File: src/rtl/tsiic_defs.svh
// Constants for the sensor two-wire slave port
`ifndef TSIIC_DEFS_SVH
`define TSIIC_DEFS_SVH

// ============================================================
// Slave address
`define TSI_ADDR_HI       4'h3
// ============================================================
// Register selector codes, low four pointer bits
`define TSI_PTR_CONFIG    4'h1
`define TSI_PTR_UPPER     4'h2
`define TSI_PTR_LOWER     4'h3
`define TSI_PTR_CRIT      4'h4
`define TSI_PTR_AMBIENT   4'h5
`define TSI_PTR_MAKER     4'h6
`define TSI_PTR_PART      4'h7
// ============================================================
// Reset values
`define TSI_PTR_RST       8'h00
`define TSI_REG_RST       16'h0000
`define TSI_READ_NONE     16'h0000
// ============================================================
// Byte slots of a transaction and queue entry kinds
`define TSI_SLOT_ADDR     3'h0
`define TSI_SLOT_LAST     3'h3
`define TSI_SLOT_DROP     3'h4
`define TSI_KIND_PTR      2'h1
`define TSI_KIND_MSB      2'h2
`define TSI_KIND_LSB      2'h3
`define TSI_BIT_LAST      3'h7
// ============================================================
// Timing
`define TSI_CLK_MHZ       32'd100
`define TSI_BUS_TIMEOUT_INTERVAL_US       32'd30
// ============================================================
// Limit field of temperature words, two's complement
`define TSI_TEMP_MSB      12
// ============================================================
// Byte queue depth and data drive level
`define TSI_FIFO_DEPTH    8
`define TSI_SDA_DRIVE     1'b0

`endif

File: src/rtl/tsiic_pkg.sv
// Types shared by the sensor two-wire slave port
package tsiic_pkg;

    // ============================================================
    // Link state machine
    typedef enum logic [2:0] {
        TSI_ST_IDLE    = 3'b000,  // Released, waiting for start
        TSI_ST_RX      = 3'b001,  // Shifting in a byte
        TSI_ST_RX_DONE = 3'b010,  // Eighth bit in, decide acknowledge
        TSI_ST_RX_ACK  = 3'b011,  // Holding acknowledge low
        TSI_ST_TX      = 3'b100,  // Shifting out a byte
        TSI_ST_TX_ACK  = 3'b101,  // Sampling master acknowledge
        TSI_ST_TX_NEXT = 3'b110   // Waiting to load second byte
    } tsiic_state_e;

    // ============================================================
    // Received byte as queued to the register side
    typedef struct packed {
        logic [1:0] kind;  // Pointer, high byte or low byte
        logic [7:0] data;  // Byte as received
    } tsiic_entry_s;

endpackage : tsiic_pkg

File: src/rtl/tsiic_port.sv
// Sensor two-wire slave port with register selector and byte queue
// Notes on behaviour
// - SDA falling while SCL high starts transaction
// - SDA rising while SCL high stops transaction
// - Start or stop mid-byte releases data line
// - Port is slave only, never drives clock
// - Address is 0011 plus three strap pins
// - Acknowledge address only on full match
// - Last address bit: one read, zero write
// - Acknowledge every byte received once addressed, unless the byte queue is full
// - Acknowledge low across the whole ninth clock
// - After not-acknowledge, data line stays released
// - Clock stuck high or low resets interface
// - Eight-bit write-only pointer selects register
// - Pointer codes one to seven name registers
// - Ambient read is coherent, refreshed per conversion
// - Limits read/write; upper or lower limit excursion raises alert output
// - Pointer kept across transactions
// - No pointer auto-increment; one register each
// - Configuration is sixteen bits, two bytes
`timescale 1ns/100ps
`default_nettype none
`include "tsiic_defs.svh"

// ============================================================
// Byte queue with valid/ready on both sides
module tsiic_fifo #(
    parameter int WIDTH = 10,
    parameter int DEPTH = `TSI_FIFO_DEPTH
) (
    input  wire logic             ref_clk_in,  // System clock
    input  wire logic             rst_in,      // Async reset, high
    input  wire logic             in_valid_in, // Fill side offers a word
    output logic                  in_ready_out,// Room for a word
    input  wire logic [WIDTH-1:0] in_data_in,  // Word to store
    output logic                  out_valid_out,// Word available
    input  wire logic             out_ready_in,// Drain side takes it
    output logic      [WIDTH-1:0] out_data_out // Oldest word
);
    localparam int AW = $clog2(DEPTH);
    logic [WIDTH-1:0] mem_q [DEPTH];   // Storage
    logic [AW-1:0]    wr_q, wr_d;      // Write index
    logic [AW-1:0]    rd_q, rd_d;      // Read index
    logic [AW:0]      cnt_q, cnt_d;    // Fill level
    logic             put;             // Store this cycle
    logic             take;            // Release this cycle

    // Handshakes and next pointers
    always_comb begin
        put  = in_valid_in && (cnt_q != (AW+1)'(DEPTH));
        take = out_valid_out && out_ready_in;
        wr_d = put ? AW'(wr_q + 1'b1) : wr_q;
        rd_d = take ? AW'(rd_q + 1'b1) : rd_q;
        cnt_d = (AW+1)'(cnt_q + (AW+1)'(put) - (AW+1)'(take));
    end

    // Pointer registers
    always_ff @(posedge ref_clk_in or posedge rst_in) begin
        if (rst_in) begin
            wr_q  <= '0;
            rd_q  <= '0;
            cnt_q <= '0;
        end else begin
            wr_q  <= wr_d;
            rd_q  <= rd_d;
            cnt_q <= cnt_d;
        end
    end

    // Storage, written without reset
    always_ff @(posedge ref_clk_in) begin
        if (put) begin
            mem_q[wr_q] <= in_data_in;
        end
    end

    assign in_ready_out  = (cnt_q != (AW+1)'(DEPTH));
    assign out_valid_out = (cnt_q != '0);
    assign out_data_out  = mem_q[rd_q];
endmodule : tsiic_fifo

// ============================================================
// Top: two-wire slave and register file
module tsiic_port #(
    parameter int unsigned BUS_TIMEOUT_INTERVAL_CYCLES = `TSI_BUS_TIMEOUT_INTERVAL_US * `TSI_CLK_MHZ,
    parameter logic [15:0] MAKER_ID    = 16'h00a5,  // Arbitrary value
    parameter logic [15:0] PART_ID     = 16'h5a00   // Arbitrary value
) (
    input  wire logic        ref_clk_in,          // System clock
    input  wire logic        rst_in,              // Async reset, high
    input  wire logic        scl_in,              // Serial clock pin
    input  wire logic        sda_in,              // Serial data pin level
    output logic             sda_out,             // Data drive level
    output logic             sda_oe_out,          // Pulling data low
    input  wire logic        address_select_pin_0,// Address strap bit 0
    input  wire logic        address_select_pin_1,// Address strap bit 1
    input  wire logic        address_select_pin_2,// Address strap bit 2
    input  wire logic [15:0] temp_value_in,       // New conversion result
    input  wire logic        temp_valid_in,       // Result strobe
    output logic      [15:0] config_out,          // Configuration contents
    output logic             alert_out            // Limit excursion
);
    // ============================================================
    // Pin synchronisers
    logic [1:0] scl_s_q, sda_s_q;   // Two-stage capture
    logic       scl_p_q, sda_p_q;   // Previous settled level
    logic [2:0] strap_s1_q, strap_q;// Strap capture
    logic       scl_rise, scl_fall; // Clock edges
    logic       start_ev, stop_ev;  // Bus conditions

    // Synchronise pins
    always_ff @(posedge ref_clk_in or posedge rst_in) begin
        if (rst_in) begin
            scl_s_q    <= 2'h3;
            sda_s_q    <= 2'h3;
            scl_p_q    <= 1'b1;
            sda_p_q    <= 1'b1;
            strap_s1_q <= 3'h0;
            strap_q    <= 3'h0;
        end else begin
            scl_s_q    <= {scl_s_q[0], scl_in};
            sda_s_q    <= {sda_s_q[0], sda_in};
            scl_p_q    <= scl_s_q[1];
            sda_p_q    <= sda_s_q[1];
            strap_s1_q <= {address_select_pin_2, address_select_pin_1,
                           address_select_pin_0};
            strap_q    <= strap_s1_q;
        end
    end

    // Edge and condition detection
    always_comb begin
        scl_rise = scl_s_q[1] && !scl_p_q;
        scl_fall = !scl_s_q[1] && scl_p_q;
        start_ev = scl_s_q[1] && scl_p_q && sda_p_q && !sda_s_q[1];
        stop_ev  = scl_s_q[1] && scl_p_q && !sda_p_q && sda_s_q[1];
    end

    // ============================================================
    // Link state
    tsiic_pkg::tsiic_state_e st_q, st_d;      // Link state
    logic [2:0]   bit_q, bit_d;               // Bit within byte
    logic [2:0]   slot_q, slot_d;             // Byte within transaction
    logic [7:0]   sh_q, sh_d;                 // Shift register
    logic         rd_q, rd_d;                 // Read transaction
    logic         lo_q, lo_d;                 // Sending second byte
    logic         oe_q, oe_d;                 // Data line pull
    logic [15:0]  word_q, word_d;             // Read snapshot
    logic [31:0]  tcnt_q, tcnt_d;             // Cycles since clock edge
    logic         timeout;                    // Clock stuck
    logic         push;                       // Queue a byte
    logic         q_ready;                    // Queue has room
    logic [15:0]  rd_mux;                     // Selected register
    logic [7:0]   ptr_q, ptr_d;               // Register selector
    tsiic_pkg::tsiic_entry_s ent_in;          // Queued byte

    // Clock stuck detection
    assign timeout = (st_q != tsiic_pkg::TSI_ST_IDLE)
                     && (tcnt_q >= BUS_TIMEOUT_INTERVAL_CYCLES - 1);

    // Link next state; only the data line is ever driven
    always_comb begin
        st_d   = st_q;
        bit_d  = bit_q;
        slot_d = slot_q;
        sh_d   = sh_q;
        rd_d   = rd_q;
        lo_d   = lo_q;
        oe_d   = oe_q;
        word_d = word_q;
        push   = 1'b0;
        ent_in.kind = slot_q[1:0];
        ent_in.data = sh_q;
        tcnt_d = (scl_rise || scl_fall || st_q == tsiic_pkg::TSI_ST_IDLE)
                 ? 32'h0 : tcnt_q + 32'h1;
        if (start_ev) begin
            // New transaction, address byte first
            st_d   = tsiic_pkg::TSI_ST_RX;
            bit_d  = 3'h0;
            slot_d = `TSI_SLOT_ADDR;
            oe_d   = 1'b0;
        end else if (stop_ev || timeout) begin
            // End, abandon, or recover from stuck clock
            st_d = tsiic_pkg::TSI_ST_IDLE;
            oe_d = 1'b0;
        end else begin
            case (st_q)
                tsiic_pkg::TSI_ST_RX: begin
                    // Sample on rising clock, MSB first
                    if (scl_rise) begin
                        sh_d  = {sh_q[6:0], sda_s_q[1]};
                        bit_d = 3'(bit_q + 3'h1);
                        if (bit_q == `TSI_BIT_LAST) begin
                            st_d = tsiic_pkg::TSI_ST_RX_DONE;
                        end
                    end
                end
                tsiic_pkg::TSI_ST_RX_DONE: begin
                    // Acknowledge goes out after clock falls
                    if (scl_fall) begin
                        if (slot_q == `TSI_SLOT_ADDR) begin
                            if (sh_q[7:1] == {`TSI_ADDR_HI, strap_q}) begin
                                oe_d   = 1'b1;
                                rd_d   = sh_q[0];
                                word_d = rd_mux;
                                st_d   = tsiic_pkg::TSI_ST_RX_ACK;
                            end else begin
                                st_d = tsiic_pkg::TSI_ST_IDLE;
                            end
                        end else if (slot_q == `TSI_SLOT_DROP) begin
                            oe_d = 1'b1;      // Extra bytes acked, dropped
                            st_d = tsiic_pkg::TSI_ST_RX_ACK;
                        end else if (q_ready) begin
                            push = 1'b1;
                            oe_d = 1'b1;
                            st_d = tsiic_pkg::TSI_ST_RX_ACK;
                        end else begin
                            // Queue full: withhold acknowledge
                            st_d = tsiic_pkg::TSI_ST_IDLE;
                        end
                    end
                end
                tsiic_pkg::TSI_ST_RX_ACK: begin
                    // Hold low through the ninth clock
                    if (scl_fall) begin
                        bit_d  = 3'h0;
                        slot_d = (slot_q == `TSI_SLOT_DROP) ? slot_q
                                 : 3'(slot_q + 3'h1);
                        if (slot_q == `TSI_SLOT_ADDR && rd_q) begin
                            st_d = tsiic_pkg::TSI_ST_TX;
                            sh_d = word_q[15:8];
                            oe_d = !word_q[15];
                            lo_d = 1'b0;
                        end else begin
                            st_d = tsiic_pkg::TSI_ST_RX;
                            oe_d = 1'b0;
                        end
                    end
                end
                tsiic_pkg::TSI_ST_TX: begin
                    // Change data only after clock falls
                    if (scl_fall) begin
                        bit_d = 3'(bit_q + 3'h1);
                        if (bit_q == `TSI_BIT_LAST) begin
                            oe_d = 1'b0;
                            st_d = tsiic_pkg::TSI_ST_TX_ACK;
                        end else begin
                            sh_d = {sh_q[6:0], 1'b0};
                            oe_d = !sh_q[6];
                        end
                    end
                end
                tsiic_pkg::TSI_ST_TX_ACK: begin
                    // Master acknowledge decides on a second byte
                    if (scl_rise) begin
                        if (!sda_s_q[1] && !lo_q) begin
                            st_d = tsiic_pkg::TSI_ST_TX_NEXT;
                        end else begin
                            st_d = tsiic_pkg::TSI_ST_IDLE;
                        end
                    end
                end
                tsiic_pkg::TSI_ST_TX_NEXT: begin
                    // Low byte of the same register
                    if (scl_fall) begin
                        st_d  = tsiic_pkg::TSI_ST_TX;
                        sh_d  = word_q[7:0];
                        oe_d  = !word_q[7];
                        lo_d  = 1'b1;
                        bit_d = 3'h0;
                    end
                end
                default: begin
                    // Idle: released, wait for start
                    oe_d = 1'b0;
                end
            endcase
        end
    end

    // Link registers
    always_ff @(posedge ref_clk_in or posedge rst_in) begin
        if (rst_in) begin
            st_q   <= tsiic_pkg::TSI_ST_IDLE;
            bit_q  <= 3'h0;
            slot_q <= `TSI_SLOT_ADDR;
            sh_q   <= 8'h00;
            rd_q   <= 1'b0;
            lo_q   <= 1'b0;
            oe_q   <= 1'b0;
            word_q <= `TSI_READ_NONE;
            tcnt_q <= 32'h0;
        end else begin
            st_q   <= st_d;
            bit_q  <= bit_d;
            slot_q <= slot_d;
            sh_q   <= sh_d;
            rd_q   <= rd_d;
            lo_q   <= lo_d;
            oe_q   <= oe_d;
            word_q <= word_d;
            tcnt_q <= tcnt_d;
        end
    end

    assign sda_oe_out = oe_q;
    assign sda_out    = `TSI_SDA_DRIVE;

    // ============================================================
    // Byte queue between link and registers
    logic [9:0]              q_data;    // Raw queue output
    logic                    q_valid;   // Entry waiting
    logic                    q_take;    // Register side ready
    tsiic_pkg::tsiic_entry_s ent_out;   // Queue output

    // Register side stalls while a read snapshot is taken
    assign q_take  = (st_q != tsiic_pkg::TSI_ST_RX_DONE);
    assign ent_out = tsiic_pkg::tsiic_entry_s'(q_data);

    tsiic_fifo #(
        .WIDTH ($bits(tsiic_pkg::tsiic_entry_s)),
        .DEPTH (`TSI_FIFO_DEPTH)
    ) u_queue (
        .ref_clk_in    (ref_clk_in),
        .rst_in        (rst_in),
        .in_valid_in   (push),
        .in_ready_out  (q_ready),
        .in_data_in    (ent_in),
        .out_valid_out (q_valid),
        .out_ready_in  (q_take),
        .out_data_out  (q_data)
    );

    // ============================================================
    // Register file
    logic [15:0] cfg_q, cfg_d;     // Configuration
    logic [15:0] up_q, up_d;       // Upper boundary
    logic [15:0] lo_lim_q, lo_lim_d;// Lower boundary
    logic [15:0] crit_q, crit_d;   // Critical limit
    logic [15:0] amb_q, amb_d;     // Ambient temperature
    logic [7:0]  hold_q, hold_d;   // High byte waiting
    logic        alert_q, alert_d; // Excursion flag

    // Read selection from low pointer bits
    always_comb begin
        case (ptr_q[3:0])
            `TSI_PTR_CONFIG:  rd_mux = cfg_q;
            `TSI_PTR_UPPER:   rd_mux = up_q;
            `TSI_PTR_LOWER:   rd_mux = lo_lim_q;
            `TSI_PTR_CRIT:    rd_mux = crit_q;
            `TSI_PTR_AMBIENT: rd_mux = amb_q;
            `TSI_PTR_MAKER:   rd_mux = MAKER_ID;
            `TSI_PTR_PART:    rd_mux = PART_ID;
            default:          rd_mux = `TSI_READ_NONE;
        endcase
    end

    // Apply queued bytes, refresh ambient, compare limits
    always_comb begin
        ptr_d    = ptr_q;
        hold_d   = hold_q;
        cfg_d    = cfg_q;
        up_d     = up_q;
        lo_lim_d = lo_lim_q;
        crit_d   = crit_q;
        amb_d    = temp_valid_in ? temp_value_in : amb_q;
        if (q_valid && q_take) begin
            case (ent_out.kind)
                `TSI_KIND_PTR: ptr_d  = ent_out.data;
                `TSI_KIND_MSB: hold_d = ent_out.data;
                `TSI_KIND_LSB: begin
                    case (ptr_q[3:0])
                        `TSI_PTR_CONFIG: cfg_d    = {hold_q, ent_out.data};
                        `TSI_PTR_UPPER:  up_d     = {hold_q, ent_out.data};
                        `TSI_PTR_LOWER:  lo_lim_d = {hold_q, ent_out.data};
                        `TSI_PTR_CRIT:   crit_d   = {hold_q, ent_out.data};
                        default: begin
                            // Read-only or unused: ignored
                        end
                    endcase
                end
                default: begin
                    // Address slot never queued
                end
            endcase
        end
        alert_d = ($signed(amb_q[`TSI_TEMP_MSB:0]) > $signed(up_q[`TSI_TEMP_MSB:0]))
               || ($signed(amb_q[`TSI_TEMP_MSB:0]) < $signed(lo_lim_q[`TSI_TEMP_MSB:0]));
    end

    // Register file storage
    always_ff @(posedge ref_clk_in or posedge rst_in) begin
        if (rst_in) begin
            ptr_q    <= `TSI_PTR_RST;
            hold_q   <= 8'h00;
            cfg_q    <= `TSI_REG_RST;
            up_q     <= `TSI_REG_RST;
            lo_lim_q <= `TSI_REG_RST;
            crit_q   <= `TSI_REG_RST;
            amb_q    <= `TSI_REG_RST;
            alert_q  <= 1'b0;
        end else begin
            ptr_q    <= ptr_d;
            hold_q   <= hold_d;
            cfg_q    <= cfg_d;
            up_q     <= up_d;
            lo_lim_q <= lo_lim_d;
            crit_q   <= crit_d;
            amb_q    <= amb_d;
            alert_q  <= alert_d;
        end
    end

    assign config_out = cfg_q;
    assign alert_out  = alert_q;
endmodule : tsiic_port
`default_nettype wire

File: config.mk
export PLATFORM = sky130hd
export DESIGN_NAME = tsiic_port
export DESIGN_NICKNAME = d
export VERILOG_FILES = /design/src/rtl/tsiic_pkg.sv /design/src/rtl/tsiic_port.sv
export VERILOG_INCLUDE_DIRS = /design/src /design/src/rtl
export SDC_FILE = /design/constraint.sdc
export NUM_CORES = 1
export LEC_CHECK = 0
export BUFFER_PORTS_ARGS = -buffer_cell sky130_fd_sc_hd__buf_4
export CAP_MARGIN = 20
export CORE_MARGIN = 3
export CORE_UTILIZATION = 60
export DETAILED_ROUTE_END_ITERATION = 10
export GPL_ROUTABILITY_DRIVEN = 0
export GPL_TIMING_DRIVEN = 0
export PLACE_DENSITY_LB_ADDON = 0.25
export SETUP_SLACK_MARGIN = 0.5
export SYNTH_ARGS = -nofsm -noshare
export SYNTH_HDL_FRONTEND = slang
export SYNTH_SLANG_ARGS = --single-unit
File: constraint.sdc
create_clock -name ref_clk_in -period 7 [get_ports ref_clk_in]
set_clock_uncertainty 0.1 [all_clocks]
set_input_delay 1.05 -clock ref_clk_in [delete_from_list [all_inputs] [get_ports ref_clk_in]]
set_output_delay 1.05 -clock ref_clk_in [all_outputs]
set_load 0.01 [all_outputs]
* Word-level counts from Yosys, hierarchy flattened
Memory sizes are Yosys's and may differ from the RTL's.
Cells that the tools add are included.
** Word-level totals
- Bits in registers :: 183
- RAM bits :: 80
- Input bits :: 24
- Output and inout port bits :: 19
- Logic and storage cells :: 194
- Memories kept :: 1
** Cells by class
- Add/subtract/negate cells :: 7
- Order comparisons :: 3
- Eq/ne operators :: 43
- Mux-type cells :: 63
- Bitwise operators :: 2
- Reductions and logical operators :: 49
** Memory list
- u_queue.mem_q :: words 8, width 10, read ports 1, clocked after Yosys merged registers in 0, write ports 1, line tsiic_port.sv:41 : logic [WIDTH-1:0] mem_q [DEPTH];
** Operators with widths (count)
- $pmux W16 S7 :: 1
- $mux W3 :: 23
- $mux W8 :: 6
- $ne A4 B4 Y1 const B :: 9
- $add A32 B1 Y32 const B :: 1
- $ge A32 B12 Y1 const B :: 1
- $mux W32 :: 1
- $pmux W8 S4 :: 1
- $mux W1 :: 24
- $pmux W3 S6 :: 1
- $reduce_and A9 Y1 :: 2
- $eq A4 B3 Y1 const B :: 4
- $ne A2 B2 Y1 const B :: 8
- $eq A3 B3 Y1 const B :: 5
- $gt A13 B13 Y1 :: 1
- $lt A13 B13 Y1 :: 1
- $add A3 B1 Y3 const B :: 4
- $logic_and A1 B1 Y1 :: 12
- $reduce_and A3 Y1 :: 4
- $reduce_and A6 Y1 :: 2
- $reduce_bool A4 Y1 :: 3
- $pmux W3 S3 :: 1
- $eq A4 B2 Y1 const B :: 2
- $logic_not A1 Y1 :: 8
- other kinds (27) :: 42

* Depth between registers and ports, before layout
- Depth after elaboration :: 11
- Mapped depth :: 11
- Depth with buffers taken out :: 10

* By module
A second synthesis with hierarchy kept.
** Unflattened totals
- Cell total of the unflattened synthesis :: 933
- Area, all modules :: 12265.5 µm²
** Modules (own cells, without submodules)
- tsiic_port :: instances 1, cells an instance 762, area each 8610.8 µm², seq. area each 4336.7 µm²
- tsiic_fifo :: instances 1, cells an instance 171, area each 3654.8 µm², seq. area each 2652.5 µm²

* Worst setup path after synthesis
Ideal clock, no wire load.
- Path kind :: flip-flop to flip-flop
- Start point :: register tcnt_q[0]
- End point :: memory u_queue.mem_q[1][0], enable pin
- Library setup time :: 407 ps
- Arrival :: 2771 ps
- Required time :: 6493 ps
- Path slack :: 3722 ps
- Stages on the path, launching flop included :: 8
- Path buffers :: 1
- Period minus slack after synthesis :: 3278 ps
- Path through :: dfrtp_1 -> ha_1 -> a211oi_1 -> nor4_2 -> nor3_1 -> nand3_1 -> buf_2 -> nor4b_1
** Between the ends
- Longest elaborated chain between the ends :: 8
** RTL lines
- start, declared :: line tsiic_port.sv:149 : logic [31:0] tcnt_q, tcnt_d;
- start signal, assigned :: line tsiic_port.sv:302 : tcnt_q <= tcnt_d;
- $ge A32 B12 Y1 :: line tsiic_port.sv:159 : && (tcnt_q >= BUS_TIMEOUT_INTERVAL_CYCLES - 1);
- $logic_and A1 B1 Y1 :: line tsiic_port.sv:159
- $logic_or A1 B1 Y1 :: line tsiic_port.sv:182 : end else if (stop_ev || timeout) begin
- $mux W1 :: line tsiic_port.sv:182
- $mux W1 :: line tsiic_port.sv:176 : if (start_ev) begin
- $logic_and A1 B1 Y1 :: line tsiic_port.sv:50 : put = in_valid_in && (cnt_q != (AW+1)'(DEPTH));
- $mux W1 :: line tsiic_port.sv:72 : if (put) begin
- $mux W1 (implied by the code) :: line tsiic_port.sv:73 : mem_q[wr_q] <= in_data_in;
- end, declared :: line tsiic_port.sv:41
No other way between the ends.

* Final worst setup path
- Start point :: register tcnt_q[15]
- End point :: memory u_queue.mem_q[1][2], enable pin
The elaborated chain is that of the path after synthesis.

==> reports/results.txt <==
status -> complete, no violations
vias in the first global route -> 8141
Total Power -> 3.65 mW
GRT Total Usage -> 25.1%
DRC Markers -> 0
achievable clock frequency -> 282 MHz
Slowest-stage cell, CP -> nor4b_2
register-to-register setup slack -> 3.45 ns
First-pass DRT Iterations -> 6
P_int -> 2.83 mW
Avg Cell Area, Syn -> 12.9 µm²
drt wl/cell -> 20.8 µm
Via density -> 6.14
RSZ-0062 raised after global routing -> no
Die X -> 150 µm
final setup fails -> 0
relative slew slack -> 23.7%
core area -> 19800 µm²
worst path required time -> 7.14 ns
startpoint types -> register
Final period util -> 50.7%
Syn-to-layout area delta -> 14.9%
Num CTS Buffers -> 28
Mapped Nets -> 1022
placed cells -> 1270
final hold slack -> 0.248 ns
Die Height -> 150 µm
HP Start -> strap_s1_q[1]
sequential power share -> 46.9%
drt total wl -> 27500 µm
die area -> 22400 µm²
Seq/Total Area, Yosys -> 56.5%
delay of the slowest critical-path stage -> 0.79 ns
Clk pin slew, worst setup/hold paths -> 0.06 ns
initial core utilization -> 62.4%
Util after Layout -> 71.7%
Worst Hold Endpoint -> strap_q[1]
Top-Level Pins -> 43
Switching Fraction -> 22.5%
clock latency on the worst-skew pair -> 0.54 ns
CTS tree -> yes
Initial DRC Count -> 885
CP Launch Point -> tcnt_q[15]
Pins Over Slew Limit -> 0
Post-CTS Resized -> 0
Clk pwr share -> 46.2%
Final Hold Fails -> 0
commonest non-fill, non-tap cell in the layout -> dfrtp_1
Switching Power -> 0.820 mW
Logic pwr share -> 7.0%
Post-CTS Hold Buffers -> 0
H-tree levels -> 1
most frequent cells in the layout -> dfrtp_1 (177), edfxtp_1 (80), mux2_2 (76), nand2_1 (71), inv_1 (53)
DPL Wire Length -> 18600 µm
antenna violations before repair -> 0
Synth Instances -> 956
WHS Path Cells -> 0
largest net degree at the start of global routing -> 105
Synth area leaders -> dfrtp_1 (36%), edfxtp_1 (19%), mux2_2 (6.9%)
Antenna diodes -> 0
nets@finish -> 1102
CP top delay family -> simple AND/OR/NAND/NOR gates
worst reg-to-reg path cell count -> 7
worst r2r dst -> u_queue.mem_q[1][2]
routed vias -> 8123
worst r2r src -> tcnt_q[15]
share of synthesized registers carrying an async set or reset -> 69.6%
leading area contributor after synthesis -> dfrtp_1
Clock Path Buffers -> 3
clock sinks -> 263
EDFF count, synth -> 80
Root Buffer -> clkbuf_16
Setup Fix Bufs, Post-CTS -> 0
Cell Pwr Density -> 256 nW/µm²
top_reg_cell synth -> dfrtp_1
first-pass GRT wire length -> 43900 µm
num rows -> 51
DRT antenna net count -> 0
Seq cells post-synth -> 263
crit-path max FO -> 10
Worst VDD drop -> 0.218 mV
Finished Layout Cells -> 1323
crit path capture type -> register
Critical Path, Cell by Cell -> nor4_1, nand4_2, nor3_1, nand3_1, buf_2, nor4b_2, buf_4
Synth Warn # -> 0
Yosys top cell area share -> 35.8%
I/O Buffers -> 40
CP arrival -> 3.69 ns
CP bufs+invs -> 2
number of max-cap violations -> 0
Worst Hold Class -> register to register
critical path type -> register to register
Synth Cell Area -> 12400 µm²
share of cells above drive strength 1 -> 22.3%
post-layout min period -> 3.55 ns
Slew @ Worst Pin -> 1.14 ns
LEAKAGE -> 6.19 nW
post-synthesis cell type count -> 77
remaining global-route overflow -> 0
==> registers in the layout (all words and copies together) (netlist names), 8 cells and up <==
signal and cells:
u_queue.mem_q 80, tcnt_q 32, amb_q 16, config_out 16, crit_q 16, lo_lim_q 16, up_q 16, word_q 16
hold_q 8, sh_q 8
==> worst max-delay path by stage <==
stage | endpoint | slack (ns) | cells past startpoint
final | u_queue.mem_q[1][2] | 3.45 | 7
after global routing | u_queue.mem_q[1][4] | 3.35 | 8
after CTS | u_queue.mem_q[5][7] | 3.48 | 7
after detailed placement | u_queue.mem_q[5][4] | 3.52 | 7
after global placement | config_out[3] | -1.14 | 2
after floorplan | alert_out | 0.89 | 1
==> cell families (layout without fill, tap and decap cells) <==
family / count (synthesis) / count (layout) / synth area share (%)
flops: 263 / 263 / 56.5
simple gates: 235 / 235 / 10.2
mux: 152 / 152 / 15.6
compound gates: 133 / 133 / 7.72
buf+inv: 98 / 200 / 3.44
fa+ha+maj: 42 / 42 / 4.31
xor+xnor: 32 / 32 / 2.26
other cells: 1 / 1 / 0.0303
==> metal layers <==
layer	vias up	part of all wire (%)	GRT usage, %
met5	-	0	0
li1	3716	-	-
met4	0	4.1	9.57
met2	318	48	40.9
met3	82	6.2	4.03
met1	4007	42	34.2
==> cell usage after synthesis (all sizes together), types with 6 or more instances <==
cell    count
nand2      71
and3b       6
xnor2      24
buf        20
or3         8
mux4       20
nor2b       6
inv        54
nand2b      9
mux2      126
a21o        9
nand4      12
a21oi      28
edfxtp     80
nor4       15
a222oi      8
and3        6
xor2        8
clkbuf     24
a22oi      17
nor2       39
nor3       15
ha         41
dfrtp     177
dfstp       6
nand3      22
mux2i       6
o21ai      23
==> final cells by class <==
cell class	instances	area (µm²)
Fill cell	1327	5620
Buffer	44	223
Inverter	54	210
Clock inverter	21	329
Clock buffer	31	733
Tap cell	265	332
Sequential cell	263	6990
Timing Repair Buffer	50	397
Multi-Input combinational cell	595	5010
==> per-stage QoR <==
stage | setup WS (ns) | area (µm²) | setup TNS [ns]
after floorplan | 0.888 | 12400 | 0
after global placement | -1.14 | 13000 | -200.00
after detailed placement | 3.52 | 13200 | 0
after CTS | 3.48 | 14200 | 0
after global routing | 3.35 | 14200 | 0
final | 3.45 | 14200 | 0
==> power groups by stage <==
stage | clock (mW) | combinational [mW] | sequential [mW]
after floorplan | 0 | 0.173 | 1.71
after global placement | 0 | 0.235 | 1.73
after detailed placement | 0 | 0.249 | 1.74
after CTS | 1.70 | 0.253 | 1.71
after global routing | 1.76 | 0.281 | 1.72
final | 1.68 | 0.254 | 1.71
No activity file was read; power rests on OpenSTA's default activity.
